File: config.mk
export PLATFORM = sky130hd
export DESIGN_NAME = icc_unit
export DESIGN_NICKNAME = d
export VERILOG_FILES = /design/src/hw/icc_pkg.sv /design/src/hw/icc_unit.sv
export SDC_FILE = /design/constraint.sdc
export NUM_CORES = 1
export LEC_CHECK = 0
export BUFFER_PORTS_ARGS = -buffer_cell sky130_fd_sc_hd__buf_2
export CORE_ASPECT_RATIO = 0.6
export CORE_MARGIN = 4
export CORE_UTILIZATION = 54
export DETAILED_ROUTE_END_ITERATION = 10
export GPL_TIMING_DRIVEN = 0
export HOLD_SLACK_MARGIN = 0.02
export PLACE_DENSITY = 0.74
export SYNTH_ARGS = -nofsm -noshare
export SYNTH_HDL_FRONTEND = slang
export SYNTH_SLANG_ARGS = --single-unit
File: constraint.sdc
create_clock -name clock -period 7.68 [get_ports clock]
set_clock_uncertainty 0.15 [all_clocks]
set_input_delay 0.384 -clock clock [delete_from_list [all_inputs] [get_ports clock]]
set_output_delay 0.384 -clock clock [all_outputs]
set_load 0.005 [all_outputs]
File: src/hw/icc_pkg.sv
// Constants and carrier types of the input capture unit.
// Assumes a single 50 MHz system clock and an asynchronous active-low reset.
package icc_pkg;

	localparam int TIME_W = 16;
	localparam int FIFO_DEPTH = 4;
	localparam int PTR_W = 2;
	localparam int CNT_W = 3;
	localparam int PRE_W = 4;
	localparam logic [3:0] PRE_FOUR_LAST = 4'h3;
	localparam logic [3:0] PRE_SIXTEEN_LAST = 4'hF;
	localparam logic [1:0] ICNT_EVERY_ONE = 2'h0;

	// Capture mode field; code 000 turns the channel off.
	typedef enum logic [2:0] {
		ICC_MODE_OFF = 3'b000,
		ICC_MODE_BOTH = 3'b001,
		ICC_MODE_FALL = 3'b010,
		ICC_MODE_RISE = 3'b011,
		ICC_MODE_PRE4 = 3'b100,
		ICC_MODE_PRE16 = 3'b101,
		ICC_MODE_WAKE = 3'b111
	} icc_mode_e;

	// Per-channel software control.
	typedef struct packed {
		icc_mode_e mode;
		logic timer_select;
		logic [1:0] interrupt_count_select;
	} icc_ctrl_s;

	// Per-channel status seen by software.
	typedef struct packed {
		logic capture_overflow_flag;
		logic buffer_not_empty;
		logic [TIME_W-1:0] read_data;
	} icc_stat_s;

endpackage

File: src/hw/icc_unit.sv
// Input capture unit: several channels, each with synchroniser, edge
// detector, prescaler, four-entry FIFO and interrupt counter.
// Assumes the timer counts are in the system clock domain and the pins are not.
//
// Timing of one capture, counted in rising clock edges after the pin moves:
// the first three edges fill the synchroniser, the comb logic decides the
// capture once the second and third stages agree, and the edge after that
// stores the timestamp, bumps the fill count and, if the interrupt count is reached, pulses the interrupt.
// A pin level must therefore be sampled at two successive rising edges to be
// seen; shorter glitches are filtered out by the agreement test.
//
// Each channel keeps its own buffer, overflow flag and interrupt counter,
// so channels never interfere with one another. Only the wake request is
// shared: any channel that sees an event while the processor sleeps asks
// for wake-up.
`timescale 1ns/10ps
module icc_unit #(
	parameter int CHANNELS = 8,
	parameter int DMA_CHANNELS = 2
) (
	input wire logic clock,
	input wire logic rstn,
	input wire logic [CHANNELS-1:0] capture_input_pin,
	input wire logic [icc_pkg::TIME_W-1:0] first_time_base,
	input wire logic [icc_pkg::TIME_W-1:0] second_time_base,
	input wire icc_pkg::icc_ctrl_s [CHANNELS-1:0] ctrl,
	input wire logic [CHANNELS-1:0] read_pop,
	input wire logic [CHANNELS-1:0] overflow_clear,
	input wire logic cpu_asleep,
	output icc_pkg::icc_stat_s [CHANNELS-1:0] status,
	output logic [CHANNELS-1:0] irq,
	output logic [CHANNELS-1:0] dma_request,
	output logic wake_request
);

	logic [CHANNELS-1:0] event_any;

	////////////////////////////////////////////////////////////////////////////
	// One independent slice per channel.
	// Mode codes: off clears the prescaler and the interrupt counter; both,
	// fall and rise capture on the named pin edges; the two prescaled modes
	// capture on every fourth or sixteenth rising edge; the interrupt-only
	// mode pulses the interrupt on each rising edge without touching the
	// buffer, which lets the pin serve as a plain external interrupt. The
	// one unused code captures nothing, but unlike off it keeps its counters.
	genvar ch;
	generate
		for (ch = 0; ch < CHANNELS; ch++) begin : g_ch
			logic [2:0] sync_reg, sync_next;
			logic [icc_pkg::PRE_W-1:0] pre_reg, pre_next;
			logic [icc_pkg::TIME_W-1:0] mem_reg [icc_pkg::FIFO_DEPTH];
			logic [icc_pkg::TIME_W-1:0] mem_next [icc_pkg::FIFO_DEPTH];
			logic [icc_pkg::PTR_W-1:0] wr_reg, wr_next, rd_reg, rd_next;
			logic [icc_pkg::CNT_W-1:0] fill_reg, fill_next;
			logic [icc_pkg::CNT_W-1:0] since_reg, since_next;
			logic ov_reg, ov_next, irq_reg, irq_next, dma_reg, dma_next;
			logic level_reg, level_next;
			logic rise, fall, capture, push, pop, full;
			logic [icc_pkg::TIME_W-1:0] stamp;
			logic [icc_pkg::CNT_W-1:0] thresh;
			icc_pkg::icc_mode_e mode;

			// Edges are taken only once the second and third stages agree.
			// The held level changes only on agreement, so a pin that bounces
			// inside the synchroniser cannot produce two events for one edge.
			// Reset holds the level low, matching an idle low pin.
			always_comb begin
				mode = ctrl[ch].mode;
				sync_next = {sync_reg[1:0], capture_input_pin[ch]};
				level_next = level_reg;
				if (sync_reg[1] == sync_reg[2]) begin
					level_next = sync_reg[2];
				end
				rise = level_next & ~level_reg;
				fall = ~level_next & level_reg;
				pre_next = pre_reg;
				capture = 1'b0;
				// The prescaler counts only in its two modes; moving to any mode
				// but off keeps the count, so software should pass through off
				// when it wants a fresh count of four or sixteen rising edges.
				unique case (mode)
					icc_pkg::ICC_MODE_OFF: pre_next = '0;
					icc_pkg::ICC_MODE_BOTH: capture = rise | fall;
					icc_pkg::ICC_MODE_FALL: capture = fall;
					icc_pkg::ICC_MODE_RISE: capture = rise;
					icc_pkg::ICC_MODE_PRE4: begin
						if (rise) begin
							pre_next = (pre_reg == icc_pkg::PRE_FOUR_LAST) ? '0 : pre_reg + 4'h1;
							capture = (pre_reg == icc_pkg::PRE_FOUR_LAST);
						end
					end
					icc_pkg::ICC_MODE_PRE16: begin
						if (rise) begin
							pre_next = pre_reg + 4'h1;
							capture = (pre_reg == icc_pkg::PRE_SIXTEEN_LAST);
						end
					end
					icc_pkg::ICC_MODE_WAKE: capture = rise;
					default: capture = 1'b0;
				endcase
			end

			// FIFO, overflow flag and interrupt counter.
			always_comb begin
				stamp = ctrl[ch].timer_select ? second_time_base : first_time_base;
				thresh = {1'b0, ctrl[ch].interrupt_count_select} + 3'h1;
				full = (fill_reg == icc_pkg::CNT_W'(icc_pkg::FIFO_DEPTH));
				// A pop of an empty buffer is ignored, so a stray read cannot
				// wrap the read pointer past the write pointer.
				pop = read_pop[ch] && (fill_reg != 3'h0);
				// A capture that meets a full buffer is dropped rather than
				// overwriting the oldest entry, so software always reads the first
				// four timestamps after the buffer was last drained.
				push = capture && (mode != icc_pkg::ICC_MODE_WAKE) && !full;
				for (int i = 0; i < icc_pkg::FIFO_DEPTH; i++) begin
					mem_next[i] = mem_reg[i];
				end
				wr_next = wr_reg;
				rd_next = rd_reg;
				if (push) begin
					mem_next[wr_reg] = stamp;
					wr_next = wr_reg + 2'h1;
				end
				if (pop) begin
					rd_next = rd_reg + 2'h1;
				end
				fill_next = fill_reg + {2'h0, push} - {2'h0, pop};
				// A new overflow wins over a clear in the same cycle.
				ov_next = (ov_reg && !overflow_clear[ch]) ||
					(capture && mode != icc_pkg::ICC_MODE_WAKE && full);
				// The interrupt counter counts stored entries only; dropped
				// captures do not advance it, and interrupt-only mode bypasses it.
				since_next = since_reg;
				irq_next = 1'b0;
				if (mode == icc_pkg::ICC_MODE_WAKE) begin
					irq_next = capture;
				end else if (push) begin
					if (since_reg + 3'h1 >= thresh) begin
						since_next = '0;
						irq_next = 1'b1;
					end else begin
						since_next = since_reg + 3'h1;
					end
				end
				if (mode == icc_pkg::ICC_MODE_OFF) begin
					since_next = '0;
				end
				// The DMA request mirrors the interrupt on the low channels only;
				// with a count of one it asks for one transfer per stored entry.
				dma_next = (ch < DMA_CHANNELS) ? irq_next : 1'b0;
			end

			// Synchroniser, held level and prescaler of this channel.
			always_ff @(posedge clock or negedge rstn) begin
				if (!rstn) begin
					sync_reg <= '0;
					level_reg <= 1'b0;
					pre_reg <= '0;
				end else begin
					sync_reg <= sync_next;
					level_reg <= level_next;
					pre_reg <= pre_next;
				end
			end

			// Buffer, pointers, counters and pulse outputs of this channel.
			always_ff @(posedge clock or negedge rstn) begin
				if (!rstn) begin
					for (int i = 0; i < icc_pkg::FIFO_DEPTH; i++) begin
						mem_reg[i] <= '0;
					end
					wr_reg <= '0;
					rd_reg <= '0;
					fill_reg <= '0;
					since_reg <= '0;
					ov_reg <= 1'b0;
					irq_reg <= 1'b0;
					dma_reg <= 1'b0;
				end else begin
					for (int i = 0; i < icc_pkg::FIFO_DEPTH; i++) begin
						mem_reg[i] <= mem_next[i];
					end
					wr_reg <= wr_next;
					rd_reg <= rd_next;
					fill_reg <= fill_next;
					since_reg <= since_next;
					ov_reg <= ov_next;
					irq_reg <= irq_next;
					dma_reg <= dma_next;
				end
			end

			// Oldest entry is presented while the buffer holds data.
			// The read mux sits on stored words only, so read data never
			// changes except at a clock edge that pushes or pops.
			assign status[ch].read_data = mem_reg[rd_reg];
			assign status[ch].buffer_not_empty = (fill_reg != 3'h0);
			assign status[ch].capture_overflow_flag = ov_reg;
			assign irq[ch] = irq_reg;
			assign dma_request[ch] = dma_reg;
			// Every detected event of this channel feeds the shared wake logic.
			assign event_any[ch] = capture;
		end
	endgenerate

	////////////////////////////////////////////////////////////////////////////
	// Any capture event while asleep asks for wake-up.
	// Events count even when the buffer is full, since the processor must
	// wake to drain it; the request is a one-cycle registered pulse.
	logic wake_reg, wake_next;

	always_comb begin
		wake_next = cpu_asleep && (|event_any);
	end

	always_ff @(posedge clock or negedge rstn) begin
		if (!rstn) begin
			wake_reg <= 1'b0;
		end else begin
			wake_reg <= wake_next;
		end
	end

	assign wake_request = wake_reg;

endmodule // icc_unit

==> reports/metrics.csv <==
stage,metric,value,unit
route,DR WL/cell,22.9,um
clock_tree,CTS tree,built,
global_routing,initial antenna violation count,6,
synth,Cells after Synth,2911,
global_routing,total global-route track usage,0.298,
critical_path,delay of the slowest critical-path stage,430,ps
floorplanning,I/O pins,268,
critical_path,crit-path cells,"nand2_1, nand2_1, o21a_1, ha_1, and3_1, a311o_1, o21ai_2, ha_1, inv_1, ha_1, inv_1, fa_1, xnor2_1, xnor2_1",
place,Placed Cells,3906,
synth,Mapped Area,31700,um2
pwr,internal power,9.61,mW
clock_tree,Num CTS Buffers,66,
layout,final net count,3469,
route,WL final,93300,um
floorplanning,Initial Util,0.549,
sta,setup tns final,0,ps
outcome,failing checks,"max-capacitance violations, max-slew violations",
clock_tree,Skew-Pair Late Insertion Delay,610,ps
sta,crit share post-route,0.447,
sta,final worst setup slack,4240,ps
critical_path,critical path's slowest cell,a311o_1,
synth,async set-reset flop share out of synthesis,1.00,
synth,Synth Warn #,0,
critical_path,Setup crit start kind,flip-flop,
pwr,Seq pwr share,0.402,
critical_path,WP data required,8040,ps
sta,final hold violations,0,
place,placer congestion estimate,0.852,
clock_tree,# resized after CTS,0,
layout,"commonest non-fill, non-tap cell in the layout",dfrtp_1,
pwr,Sw Ratio,0.349,
place,PortBufs,215,
sta,Slew @ Worst Pin,1510,ps
outcome,status,finished with violations,
route,vias per cell,6.13,
layout,Final Non-Filler Cells,4067,
route,Final ANT Viol Nets,0,
global_routing,number of global-route vias before repair,25200,
worst_hold_path,min-delay worst type,input pin to flip-flop,
floorplanning,Site Rows,68,
place,DP Worst Slack,4270,ps
critical_path,CP Class,flip-flop to flip-flop,
synth,sequential-to-total area share from yosys stat,0.531,
route,initial drt markers,2889,
pwr,combinational share of power,0.356,
pwr,Max rail drop VDD,0.265,mV
place,post-place instance area,33900,um2
synth,synthesis-stage register bit count,673,
clock_tree,clk buf depth,3,
sta,Rel. slew slack,-0.00764,
clock_tree,htree depth,3,
layout,max reg flops,512,
synth,most common flop cell mapped by yosys,dfrtp_1,
layout,Synth-to-Final Area Change,15.8,%
critical_path,crit end category,flip-flop,
place,Detailed Place HPWL,63400,um
sta,Slew Limit Fails,9,
global_routing,global-route wire length before repair,144000,um
critical_path,Worst EP arrival,3800,ps
sta,Tmin final,3440,ps
floorplanning,die area,62800,um2
sta,maximum clock rate,0.291,GHz
flow_run,Max-Cap Viols,2,
floorplanning,die width,321,um
clock_tree,Clock Sinks,673,
global_routing,global route overflow,0,
pwr,P_sw,5.15,mW
synth,syn avg cell area,10.9,um2
critical_path,cell mode on critical path,ha_1,
clock_tree,root buffer cell,clkbuf_16,
layout,Util after Layout,0.636,
floorplanning,CORE AREA,57800,um2
pwr,P per Cell Area,402,nW/um2
sta,RSZ-0062 raised after global routing,no,
floorplanning,DIE HEIGHT,196,um
route,DRC errors left,0,
pwr,clock network fraction of total power,0.242,
layout,finished layout cell area,36700,um2
sta,setup violators final,0,
synth,number of flops mapped to enable cells by yosys,0,
route,via count,24900,
pwr,Leakage,17.4,nW
global_routing,largest net degree at the start of global routing,131,
synth,count of cell types in the netlist,59,
critical_path,crit path max fanout,10,
route,first-pass iteration count of the detailed router,6,
layout,most frequent cells in the layout,"dfrtp_1, nand2_1, o21ai_0",
clock_tree,Clock transition at path regs,60,ps
layout,share of post-route cells with drive strength above 1,0.170,
-- critical path: cells and delay by family, from the launching register on --
| kind | cells | cell delay (ps) |
|---|---|---|
| xor+xnor | 2 | 340 |
| buf+inv | 2 | 110 |
| simple gates | 3 | 320 |
| flops | 1 | 400 |
| fa+ha+maj | 4 | 1060 |
| compound gates | 3 | 990 |
-- timing repair --
item                                   4_1_cts  5_1_grt
hold buffers                                41        0
endpoints found under the hold margin      138        0
setup buffers                                0        0
-- cell usage after synthesis, types with 5 or more instances --
cell / number / area [um2]
and2_1: 6 / 37.5
nor4b_1: 8 / 70.1
dfrtp_1: 673 / 16800
buf_4: 26 / 195
nand3_1: 63 / 315
nor3b_1: 5 / 37.5
o21a_1: 10 / 75.1
a21boi_0: 6 / 45.0
nand2_1: 574 / 2150
o21ai_0: 545 / 2730
o21ai_1: 34 / 170
buf_2: 33 / 165
xor2_1: 19 / 166
a21oi_2: 6 / 52.6
fa_1: 8 / 160
a21o_1: 7 / 52.6
or4_1: 6 / 45.0
a21oi_1: 10 / 50.1
o22ai_1: 12 / 75.1
nor2_1: 38 / 143
or2_2: 6 / 37.5
mux2_2: 7 / 78.8
o31ai_1: 17 / 128
o311ai_0: 7 / 61.3
o21bai_1: 7 / 52.6
mux4_2: 128 / 2880
o21ai_2: 5 / 43.8
or3_1: 16 / 100
ha_1: 108 / 1350
o211ai_1: 31 / 233
clkbuf_1: 112 / 420
nand2b_1: 10 / 62.6
xnor2_1: 33 / 289
mux2i_1: 128 / 1280
inv_1: 106 / 398
nor2b_1: 10 / 62.6
buf_1: 38 / 143
-- routing by layer --
| metal | vias to the layer above | part of all wire | global-route usage | routed length [um] |
|---|---|---|---|---|
| met3 | 217 | 0.12 | 0.0920 | 10800 |
| li1 | 10800 | - | - | - |
| met1 | 12600 | 0.40 | 0.419 | 37700 |
| met4 | 12 | 0.030 | 0.0988 | 2790 |
| met5 | - | 0.00088 | 0 | 82 |
| met2 | 1294 | 0.45 | 0.447 | 41900 |
-- worst paths after layout --
path                            cells past startpoint  slack [ps]                start              endpoint
worst max-delay path                               14        4240  g_ch[7].sync_reg[1]   g_ch[7].fill_reg[2]
worst min-delay path                                3          40          read_pop[0]     g_ch[0].rd_reg[0]
worst max register to register                     14        4240  g_ch[7].sync_reg[1]   g_ch[7].fill_reg[2]
worst min register to register                      0         200  g_ch[2].sync_reg[0]   g_ch[2].sync_reg[1]
max in group asynchronous                           5        5130                 rstn  g_ch[6].since_reg[0]
min in group asynchronous                           2         290                 rstn  g_ch[0].since_reg[0]
-- kinds of logic (layout without fill, tap and decap cells) --
family,count (synthesis),after routing,share of synthesized area
compound gates,718,718,0.125
mux,263,263,0.134
xor+xnor,52,52,0.0144
flops,673,673,0.531
simple gates,771,771,0.105
buf+inv,317,696,0.0424
other cells,1,8,0.000118
fa+ha+maj,116,116,0.0477
-- per-stage QoR --
step | hold slack, ps | power [mW]
floorplan | -61.6 | 9.01
global placement | 184 | 10.8
detailed placement | 186 | 11.2
CTS | 22.2 | 14.8
global route | 59.8 | 15.6
finish | 38.4 | 14.8
-- final cells by class --
| type | count | area (um2) |
|---|---|---|
| Clock inverter | 19 | 335 |
| Timing Repair Buffer | 262 | 1650 |
| Multi-Input combinational cell | 1926 | 13500 |
| Clock buffer | 98 | 2040 |
| Sequential cell | 673 | 16800 |
| Inverter | 106 | 398 |
| Antenna cell | 2 | 5.00 |
| Buffer | 211 | 947 |
| Tap cell | 770 | 963 |
| Fill cell | 4359 | 21000 |
-- power groups by stage --
stage          clock [mW]  combinational (mW)  sequential, mW
3_3_place_gp            0                4.95            5.81
5_1_grt              3.75                5.79            6.09
3_5_place_dp            0                5.22            5.94
6_report             3.57                5.25            5.94
4_1_cts              3.60                5.27            5.90
2_1_floorplan           0                3.34            5.66
(Power assumes the default switching activity.)
